==> config.mk <==
export PLATFORM = sky130hd
export DESIGN_NAME = pulse_accum_unit
export DESIGN_NICKNAME = d
export VERILOG_FILES = /design/src/core/pulse_accum_pkg.sv /design/src/core/pulse_accum_unit.sv
export SDC_FILE = /design/constraint.sdc
export NUM_CORES = 1
export LEC_CHECK = 0
export BUFFER_PORTS_ARGS = -buffer_cell sky130_fd_sc_hd__buf_2
export CAP_MARGIN = 40
export CORE_ASPECT_RATIO = 1.75
export CORE_MARGIN = 3
export CORE_UTILIZATION = 59
export CTS_CLUSTER_SIZE = 20
export DETAILED_ROUTE_END_ITERATION = 6
export GPL_TIMING_DRIVEN = 0
export PLACE_DENSITY = 0.86
export SLEW_MARGIN = 20
export SYNTH_ARGS = -nofsm -noshare
export SYNTH_HDL_FRONTEND = slang
export SYNTH_SLANG_ARGS = --single-unit
==> constraint.sdc <==
create_clock -name aclk -period 4.5 [get_ports aclk]
set_input_delay 0.9 -clock aclk [delete_from_list [all_inputs] [get_ports aclk]]
set_output_delay 0.9 -clock aclk [all_outputs]
set_load 0.03 [all_outputs]
==> src/core/pulse_accum_pkg.sv <==
// Purpose: Shared constants and carrier types for the pulse accumulator
// Assumes: AXI4-Lite register access, 32-bit data, 100 MHz aclk
// Notes: Offsets are byte addresses derived from register indices
package pulse_accum_pkg;

  // ----------------------------------------------------------------------
  // Register map
  // ----------------------------------------------------------------------
  localparam int unsigned ADDR_W = 8;
  localparam logic [7:0] IDX_FLAGS = 8'h21;
  localparam logic [7:0] IDX_CONTROL = 8'h20;
  localparam logic [7:0] IDX_COUNT_HIGH = 8'h22;
  localparam logic [7:0] IDX_COUNT_LOW = 8'h23;
  localparam logic [7:0] IDX_TIMER_CTRL = 8'h24;
  localparam logic [7:0] IDX_STATUS = 8'h25;

  // ----------------------------------------------------------------------
  // Field positions
  // ----------------------------------------------------------------------
  localparam int unsigned CTL_EN = 6;
  localparam int unsigned CTL_MODE = 5;
  localparam int unsigned CTL_EDGE = 4;
  localparam int unsigned CTL_CLK_HI = 3;
  localparam int unsigned CTL_CLK_LO = 2;
  localparam int unsigned CTL_OVI = 1;
  localparam int unsigned CTL_II = 0;
  localparam int unsigned FLG_OVF = 1;
  localparam int unsigned FLG_IF = 0;
  localparam int unsigned TSC_TEN = 7;
  localparam int unsigned TSC_FFCA = 4;

  // ----------------------------------------------------------------------
  // Reset values and divider constants
  // ----------------------------------------------------------------------
  localparam logic [7:0] CONTROL_RESET = 8'h00;
  localparam logic [15:0] COUNT_RESET = 16'h0000;
  localparam logic [15:0] COUNT_ALL_ONES = 16'hFFFF;
  localparam int unsigned GATE_DIV = 64;
  localparam logic [5:0] GATE_DIV_LAST = 6'(GATE_DIV - 1);
  localparam logic [1:0] RESP_OKAY = 2'h0;
  localparam logic [1:0] RESP_SLVERR = 2'h2;

  // Counter clock selections
  localparam logic [1:0] CLK_PRESCALER = 2'h0;
  localparam logic [1:0] CLK_ACCUM = 2'h1;
  localparam logic [1:0] CLK_ACCUM_256 = 2'h2;
  localparam logic [1:0] CLK_ACCUM_64K = 2'h3;

  // ----------------------------------------------------------------------
  // Carrier types
  // ----------------------------------------------------------------------
  typedef enum logic [1:0] {
    WR_IDLE,
    WR_RESP
  } wr_state_e;

  typedef struct packed {
    logic [7:0] control;
    logic [7:0] timer_ctrl;
    logic [15:0] count;
    logic ovf_flag;
    logic in_flag;
  } regs_s;

  typedef struct packed {
    logic pin_meta;
    logic pin_sync;
    logic pin_prev;
  } sync_s;

  typedef struct packed {
    logic [ADDR_W-1:0] awaddr;
    logic aw_held;
    logic [31:0] wdata;
    logic [3:0] wstrb;
    logic w_held;
    wr_state_e wr_state;
    logic [1:0] bresp;
    logic rvalid;
    logic [31:0] rdata;
    logic [1:0] rresp;
  } bus_s;

  typedef struct packed {
    logic [5:0] prescale;
    logic [15:0] accum_div;
    logic accum_clk;
    logic counter_clk;
    logic ovf_irq;
    logic in_irq;
  } outs_s;

  typedef struct packed {
    regs_s regs;
    sync_s sync;
    bus_s bus;
    outs_s outs;
  } state_s;

endpackage

==> src/core/pulse_accum_unit.sv <==
// Purpose: 16-bit pulse accumulator with event and gated modes
// Assumes: channel7_pin asynchronous input; AXI4-Lite slave on aclk
// Notes: Main timer counter lives outside; this block hands it a clock
//
// What this block does
// - Accumulator enable independent of timer enable
// - Mode bit: 0 event, 1 gated
// - Mode and polarity act only when enabled
// - Event mode counts falling or rising edges
// - Gated mode counts tick; trailing edge flags
// - Gated tick needs the timer enabled
// - Clock select picks counter clock source
// - Disabled accumulator forces prescaler clock
// - Clock select change takes effect at once
// - Overflow enable gates overflow interrupt
// - Input enable gates input interrupt
// - Overflow flag set on count wrap
// - Writing one to bit 1 clears overflow
// - Input flag on counted or trailing edge
// - Writing one to bit 0 clears input flag
// - Fast clear: count access clears both flags
// - Count register readable, writable, counts edges or gated ticks
// - Pin synchronised before counting
// - Pin shared with timer channel 7
// - Interrupt outputs are active high
//
// The AXI4-Lite interface to the registers is this design's own decision.
`timescale 1ns/1ns

module pulse_accum_unit (
  // Clock and reset
  input wire logic aclk,
  input wire logic aresetn,
  // Write address channel
  input wire logic [pulse_accum_pkg::ADDR_W-1:0] s_axi_awaddr,
  input wire logic s_axi_awvalid,
  output logic s_axi_awready,
  // Write data channel
  input wire logic [31:0] s_axi_wdata,
  input wire logic [3:0] s_axi_wstrb,
  input wire logic s_axi_wvalid,
  output logic s_axi_wready,
  // Write response channel
  output logic [1:0] s_axi_bresp,
  output logic s_axi_bvalid,
  input wire logic s_axi_bready,
  // Read address channel
  input wire logic [pulse_accum_pkg::ADDR_W-1:0] s_axi_araddr,
  input wire logic s_axi_arvalid,
  output logic s_axi_arready,
  // Read data channel
  output logic [31:0] s_axi_rdata,
  output logic [1:0] s_axi_rresp,
  output logic s_axi_rvalid,
  input wire logic s_axi_rready,
  // Shared channel 7 pin, observed also by channel 7 capture logic
  input wire logic channel7_pin,
  // Timer counter clock enable pulse and interrupt requests
  output logic timer_count_tick,
  output logic accum_overflow_irq,
  output logic accum_input_irq
);

  // ----------------------------------------------------------------------
  // Helpers
  // ----------------------------------------------------------------------

  // Byte address of a register index
  function automatic logic [pulse_accum_pkg::ADDR_W-1:0] byte_addr(
    input logic [7:0] idx
  );
    byte_addr = pulse_accum_pkg::ADDR_W'({idx, 2'b00});
  endfunction

  // Index of a byte address, valid only when word aligned
  function automatic logic [7:0] addr_idx(
    input logic [pulse_accum_pkg::ADDR_W-1:0] a
  );
    addr_idx = {2'b00, a[pulse_accum_pkg::ADDR_W-1:2]};
  endfunction

  // Whether an index hits the count pair
  function automatic logic is_count(input logic [7:0] idx);
    is_count = (idx == pulse_accum_pkg::IDX_COUNT_HIGH) ||
               (idx == pulse_accum_pkg::IDX_COUNT_LOW);
  endfunction

  pulse_accum_pkg::state_s st_reg;
  pulse_accum_pkg::state_s st_next;

  // Working signals of the combinational process
  logic enabled;
  logic timer_enable_bit;
  logic rise;
  logic fall;
  logic count_event;
  logic input_event;
  logic gate_level;
  logic pre_tick;
  logic accum_pulse;
  logic div256_pulse;
  logic div64k_pulse;
  logic count_inc;
  logic do_write;
  logic do_read;
  logic [7:0] wr_idx;
  logic [7:0] rd_idx;
  logic [7:0] wbyte;
  logic count_touch;
  logic wr_hit;
  logic rd_hit;
  logic [31:0] rd_val;
  logic [1:0] clk_sel;

  // ----------------------------------------------------------------------
  // Next-state logic
  // ----------------------------------------------------------------------

  // Whole block in one process so every effect of an edge is ordered
  always_comb begin
    st_next = st_reg;

    enabled = st_reg.regs.control[pulse_accum_pkg::CTL_EN];
    timer_enable_bit = st_reg.regs.timer_ctrl[pulse_accum_pkg::TSC_TEN];

    // Edge detection uses only the second stage and its delayed copy
    st_next.sync.pin_meta = channel7_pin;
    st_next.sync.pin_sync = st_reg.sync.pin_meta;
    st_next.sync.pin_prev = st_reg.sync.pin_sync;
    rise = st_reg.sync.pin_sync & ~st_reg.sync.pin_prev;
    fall = ~st_reg.sync.pin_sync & st_reg.sync.pin_prev;

    // Prescaler runs only with the timer on, so no /64 tick otherwise
    if (timer_enable_bit) begin
      st_next.outs.prescale = st_reg.outs.prescale + 6'd1;
    end else begin
      st_next.outs.prescale = '0;
    end
    pre_tick = timer_enable_bit &&
      (st_reg.outs.prescale == pulse_accum_pkg::GATE_DIV_LAST);

    // Mode and polarity are ignored while disabled
    count_event = 1'b0;
    input_event = 1'b0;
    gate_level = 1'b0;
    if (enabled) begin
      if (!st_reg.regs.control[pulse_accum_pkg::CTL_MODE]) begin
        // Event mode: polarity picks the counted edge
        count_event = st_reg.regs.control[pulse_accum_pkg::CTL_EDGE] ?
                      rise : fall;
        input_event = count_event;
      end else begin
        // Gated mode: active level lets the /64 tick through
        gate_level = st_reg.regs.control[pulse_accum_pkg::CTL_EDGE] ?
                     ~st_reg.sync.pin_sync : st_reg.sync.pin_sync;
        count_event = gate_level && pre_tick;
        input_event = st_reg.regs.control[pulse_accum_pkg::CTL_EDGE] ?
                      rise : fall;
      end
    end

    // Bus decode
    do_write = 1'b0;
    do_read = 1'b0;
    wr_idx = addr_idx(st_reg.bus.awaddr);
    rd_idx = addr_idx(s_axi_araddr);
    wbyte = st_reg.bus.wstrb[0] ? st_reg.bus.wdata[7:0] : 8'h00;
    wr_hit = 1'b0;
    rd_hit = 1'b0;
    rd_val = '0;
    count_touch = 1'b0;

    // Capture write address and data in either order
    if (s_axi_awvalid && !st_reg.bus.aw_held) begin
      st_next.bus.awaddr = s_axi_awaddr;
      st_next.bus.aw_held = 1'b1;
    end
    if (s_axi_wvalid && !st_reg.bus.w_held) begin
      st_next.bus.wdata = s_axi_wdata;
      st_next.bus.wstrb = s_axi_wstrb;
      st_next.bus.w_held = 1'b1;
    end

    // Write execution once both halves are held
    case (st_reg.bus.wr_state)
      pulse_accum_pkg::WR_IDLE: begin
        if (st_reg.bus.aw_held && st_reg.bus.w_held) begin
          do_write = 1'b1;
          st_next.bus.aw_held = 1'b0;
          st_next.bus.w_held = 1'b0;
          st_next.bus.wr_state = pulse_accum_pkg::WR_RESP;
        end
      end
      pulse_accum_pkg::WR_RESP: begin
        if (s_axi_bready) begin
          st_next.bus.wr_state = pulse_accum_pkg::WR_IDLE;
        end
      end
      default: begin
        st_next.bus.wr_state = pulse_accum_pkg::WR_IDLE;
      end
    endcase

    // Read accepted when no read data is pending
    if (s_axi_arvalid && !st_reg.bus.rvalid) begin
      do_read = 1'b1;
    end
    if (st_reg.bus.rvalid && s_axi_rready) begin
      st_next.bus.rvalid = 1'b0;
    end

    // Read mux; the whole count is returned in one word
    if (do_read) begin
      rd_hit = (s_axi_araddr[1:0] == 2'b00);
      case (rd_idx)
        pulse_accum_pkg::IDX_CONTROL: rd_val = {24'h0, st_reg.regs.control};
        pulse_accum_pkg::IDX_FLAGS: begin
          rd_val = {30'h0, st_reg.regs.ovf_flag, st_reg.regs.in_flag};
        end
        pulse_accum_pkg::IDX_COUNT_HIGH: begin
          rd_val = {16'h0, st_reg.regs.count};
        end
        pulse_accum_pkg::IDX_COUNT_LOW: begin
          rd_val = {24'h0, st_reg.regs.count[7:0]};
        end
        pulse_accum_pkg::IDX_TIMER_CTRL: begin
          rd_val = {24'h0, st_reg.regs.timer_ctrl};
        end
        pulse_accum_pkg::IDX_STATUS: begin
          rd_val = {29'h0, st_reg.sync.pin_sync, accum_overflow_irq,
                    accum_input_irq};
        end
        default: rd_hit = 1'b0;
      endcase
      st_next.bus.rvalid = 1'b1;
      st_next.bus.rdata = rd_hit ? rd_val : 32'h0000_0000;
      st_next.bus.rresp = rd_hit ? pulse_accum_pkg::RESP_OKAY :
                                   pulse_accum_pkg::RESP_SLVERR;
      count_touch = rd_hit && is_count(rd_idx);
    end

    // Count update: hardware increment, software write overrides
    count_inc = count_event;
    if (count_inc) begin
      st_next.regs.count = st_reg.regs.count + 16'd1;
    end

    // Misaligned writes are refused whole, so no register sees them
    if (do_write && st_reg.bus.awaddr[1:0] == 2'b00) begin
      wr_hit = 1'b1;
      case (wr_idx)
        pulse_accum_pkg::IDX_CONTROL: begin
          // Clock select takes effect on the very next cycle
          if (st_reg.bus.wstrb[0]) begin
            st_next.regs.control = {1'b0, wbyte[6:0]};
          end
        end
        pulse_accum_pkg::IDX_TIMER_CTRL: begin
          if (st_reg.bus.wstrb[0]) begin
            st_next.regs.timer_ctrl = wbyte;
          end
        end
        pulse_accum_pkg::IDX_COUNT_HIGH: begin
          // Word write loads the full count; byte lanes honoured
          if (st_reg.bus.wstrb[0]) begin
            st_next.regs.count[7:0] = st_reg.bus.wdata[7:0];
          end
          if (st_reg.bus.wstrb[1]) begin
            st_next.regs.count[15:8] = st_reg.bus.wdata[15:8];
          end
          count_touch = 1'b1;
        end
        pulse_accum_pkg::IDX_COUNT_LOW: begin
          if (st_reg.bus.wstrb[0]) begin
            st_next.regs.count[7:0] = wbyte;
          end
          count_touch = 1'b1;
        end
        pulse_accum_pkg::IDX_FLAGS: begin
          // Handled with the flag logic below
        end
        default: wr_hit = 1'b0;
      endcase
      st_next.bus.bresp = wr_hit ? pulse_accum_pkg::RESP_OKAY :
                                   pulse_accum_pkg::RESP_SLVERR;
    end else if (do_write) begin
      st_next.bus.bresp = pulse_accum_pkg::RESP_SLVERR;
    end

    // Flags: clears first, then hardware sets so a set is never lost
    if (do_write && wr_hit && wr_idx == pulse_accum_pkg::IDX_FLAGS) begin
      if (wbyte[pulse_accum_pkg::FLG_OVF]) begin
        st_next.regs.ovf_flag = 1'b0;
      end
      if (wbyte[pulse_accum_pkg::FLG_IF]) begin
        st_next.regs.in_flag = 1'b0;
      end
    end
    if (count_touch && st_reg.regs.timer_ctrl[pulse_accum_pkg::TSC_FFCA]) begin
      st_next.regs.ovf_flag = 1'b0;
      st_next.regs.in_flag = 1'b0;
    end
    if (count_inc && st_reg.regs.count == pulse_accum_pkg::COUNT_ALL_ONES) begin
      st_next.regs.ovf_flag = 1'b1;
    end
    if (input_event) begin
      st_next.regs.in_flag = 1'b1;
    end

    // Accumulator clock chain: /256 and /65536 from count events
    accum_pulse = count_event;
    if (accum_pulse) begin
      st_next.outs.accum_div = st_reg.outs.accum_div + 16'd1;
    end
    div256_pulse = accum_pulse && (st_reg.outs.accum_div[7:0] == 8'hFF);
    div64k_pulse = accum_pulse && (st_reg.outs.accum_div == 16'hFFFF);

    // Counter clock source; prescaler forced while disabled
    clk_sel = st_reg.regs.control[pulse_accum_pkg::CTL_CLK_HI:
                                  pulse_accum_pkg::CTL_CLK_LO];
    if (!enabled) begin
      st_next.outs.counter_clk = pre_tick;
    end else begin
      case (clk_sel)
        pulse_accum_pkg::CLK_PRESCALER: st_next.outs.counter_clk = pre_tick;
        pulse_accum_pkg::CLK_ACCUM: st_next.outs.counter_clk = accum_pulse;
        pulse_accum_pkg::CLK_ACCUM_256: begin
          st_next.outs.counter_clk = div256_pulse;
        end
        pulse_accum_pkg::CLK_ACCUM_64K: begin
          st_next.outs.counter_clk = div64k_pulse;
        end
        default: st_next.outs.counter_clk = pre_tick;
      endcase
    end
    st_next.outs.accum_clk = accum_pulse;

    // Interrupt requests follow the next flag values
    st_next.outs.ovf_irq = st_next.regs.ovf_flag &
      st_next.regs.control[pulse_accum_pkg::CTL_OVI];
    st_next.outs.in_irq = st_next.regs.in_flag &
      st_next.regs.control[pulse_accum_pkg::CTL_II];
  end

  // ----------------------------------------------------------------------
  // State register
  // ----------------------------------------------------------------------

  // Synchronous reset clears every field
  always_ff @(posedge aclk) begin
    if (!aresetn) begin
      st_reg <= '0;
      st_reg.regs.control <= pulse_accum_pkg::CONTROL_RESET;
      st_reg.regs.count <= pulse_accum_pkg::COUNT_RESET;
      st_reg.bus.wr_state <= pulse_accum_pkg::WR_IDLE;
    end else begin
      st_reg <= st_next;
    end
  end

  // ----------------------------------------------------------------------
  // Outputs, all straight from state flip-flops
  // ----------------------------------------------------------------------
  assign s_axi_awready = ~st_reg.bus.aw_held;
  assign s_axi_wready = ~st_reg.bus.w_held;
  assign s_axi_bvalid = (st_reg.bus.wr_state == pulse_accum_pkg::WR_RESP);
  assign s_axi_bresp = st_reg.bus.bresp;
  assign s_axi_arready = ~st_reg.bus.rvalid;
  assign s_axi_rvalid = st_reg.bus.rvalid;
  assign s_axi_rdata = st_reg.bus.rdata;
  assign s_axi_rresp = st_reg.bus.rresp;
  assign timer_count_tick = st_reg.outs.counter_clk;
  assign accum_overflow_irq = st_reg.outs.ovf_irq;
  assign accum_input_irq = st_reg.outs.in_irq;

endmodule

==> out/metrics.csv <==
metric,value,unit
GRT Total Usage,0.269,
clock share of power,0.413,
"Hold-fix buffers, CTS",0,
NetSw,0.466,mW
"Design Area, Final",5750,µm²
first-pass GRT wire length,19700,µm
Mapped Area,4940,µm²
CTS Buf Count,9,
r2r endpoint,st_reg[125],
CTS root buf,clkbuf_16,
Final Hold Slack,0.453,ns
Post CTS Setup Buffer Count,0,
critical path class,in2reg,
die footprint,9550,µm²
Hold Crit Depth,2,
WHS Endpoint,st_reg[81],
setup TNS,0,ns
Post-Syn Area per Cell,8.63,µm²
switching portion of total power,0.237,
largest net degree at the start of global routing,18,
Post-synth EDFFs,0,
initial antenna violation count,0,
CP max FO,10,
worst hold start,st_reg[81],
Layout area overhead,16.4,%
most frequent cells in the layout,"dfxtp_1, nand2_1, buf_2",
grt ovf,0,
Via-to-Cell Ratio,5.73,
via count,4353,
CTS tree,done,
worst skew pair latency,0.35,ns
Critical Path AT,2.88,ns
Synth cell types,55,
IO buf count,64,
worst slew pin tran,0.812,ns
DP Wirelength,9260,µm
RSZ-0062 raised after global routing,no,
internal power,1.50,mW
Clock Skew,0.00554,ns
"commonest non-fill, non-tap cell in the layout",dfxtp_1,
Critical Path RT,4.78,ns
fin. max-slew vios,0,
Ant. Diodes,0,
RR Startpoint,st_reg[20],
Post-synth ARST share,0,
# resized after CTS,0,
H-tree levels,3,
worst hold path type,reg2reg,
Fmax,0.385,GHz
status,finished clean,
CP Capture Type,register,
Seq pwr share,0.509,
Nets,728,
Routed WL per cell,16.1,µm
R2R depth,7,
CTS Sinks,109,
Core Area,8020,µm²
Synth Register Bits,109,
Iter 0 DRT Violations,253,
row cnt,43,
DRT antenna net count,0,
Tcrit/Tclk final,0.577,
R2R setup slack,2.00,ns
Synth Warn #,0,
drt first pass iters,4,
Pwr per Cell Area,342,nW/µm²
final setup fails,0,
sequential fraction of the synthesis area,0.442,
DRC,0,
max FFs per register,82,
Worst setup SP type,primary input,
Die X,75.2,µm
placed cell area,5440,µm²
Synth Flop Type,dfxtp_1,
Post-Synthesis Cells,573,
die height,127,µm
final hold viol count,0,
IO Count,104,
maxcap violations,0,
Slew HR,0.458,
GPL Wtd Cong,0.899,
share of cells above drive strength 1,0.196,
minimum clock period,2.60,ns
fin util,0.717,
Max IR drop VDD,0.387,mV
Starting Density,0.617,
Worst-path clk slew,0.07,ns
Total Wirelength,12200,µm
leak pwr,2.34,nW
Comb pwr share,0.078,
vias in the first global route,4313,
Max Root-Sink Buffers,2,
[per-layer routing]
metal,part of all wire,track usage,up-vias
li1,-,-,2146
met3,0.049,0.0622,43
met4,0.043,0.132,0
met5,0,0,-
met1,0.37,0.294,2038
met2,0.54,0.469,126
[cells in the mapped netlist, types with 4 or more instances]
master	number	area, µm²
nor2_1	59	221
or4_1	6	45.0
o21ai_0	38	190
and2_1	6	37.5
and3_1	7	43.8
clkbuf_1	23	86.3
a31oi_1	7	43.8
nand4_1	5	31.3
a21oi_1	41	205
or3_1	14	87.6
inv_1	10	37.5
o31ai_1	6	45.0
dfxtp_1	109	2180
nand3_1	12	60.1
nand2_1	69	259
a22oi_1	15	113
nor2b_1	4	25.0
buf_4	36	270
o2111ai_1	5	43.8
mux2i_1	31	310
xor2_1	16	140
[power groups by stage]
stage	clock, mW	combinational (mW)	sequential [mW]
floorplan	0	0.107	1.02
global placement	0	0.148	1.02
CTS	0.817	0.152	1.00
detailed placement	0	0.151	1.02
finish	0.812	0.153	1.00
global route	0.857	0.167	1.00
[logic make-up (layout without fill, tap and decap cells)]
family / count (synthesis) / in the layout / share of synthesized area
buffers and inverters: 73 / 153 / 0.0833
xor gates and xnor gates: 19 / 19 / 0.0337
DFF: 109 / 109 / 0.442
AOI/OAI and AO/OA: 132 / 132 / 0.164
and+or+nand+nor: 204 / 204 / 0.202
muxes: 32 / 32 / 0.0673
adders and majority gates: 3 / 3 / 0.00760
other: 1 / 18 / 0.000759
[worst max path at each step]
stage | start | endpoint | slack, ns | depth (start not counted)
detailed placement | s_axi_araddr[5] | s_axi_rdata[12] | 1.57 | 7
CTS | s_axi_araddr[5] | s_axi_rdata[8] | 1.93 | 7
global route | s_axi_araddr[5] | s_axi_rdata[11] | 1.78 | 7
global placement | s_axi_araddr[5] | s_axi_rdata[12] | 1.61 | 7
finish | s_axi_araddr[5] | s_axi_rdata[8] | 1.90 | 7
floorplan | s_axi_araddr[5] | s_axi_rdata[10] | 2.05 | 6
[final cells by class]
class,count,area [µm²]
clock buffers,11,253
clock inverters,5,58.8
multi-input cells,408,2410
well taps,90,113
fillers,617,2270
inverters,11,41.3
plain buffers,62,370
repair buffers,64,320
flip-flops and latches,109,2180
[through the flow]
| step | std cells | power, mW | setup WS (ns) |
|---|---|---|---|
| global placement | 744 | 1.17 | 1.61 |
| floorplan | 590 | 1.12 | 2.05 |
| global route | 760 | 2.03 | 1.78 |
| CTS | 760 | 1.97 | 1.93 |
| detailed placement | 744 | 1.17 | 1.57 |
| finish | 760 | 1.97 | 1.90 |
[worst max-delay path, stage by stage]
cell and delay [ns]:
buf_2 0.09, or4b_1 0.55, a211oi_2 0.63, and3b_1 0.29, buf_2 0.20, a22oi_1 0.09
nor2_1 0.11
Power figures use the tool's default switching activity.
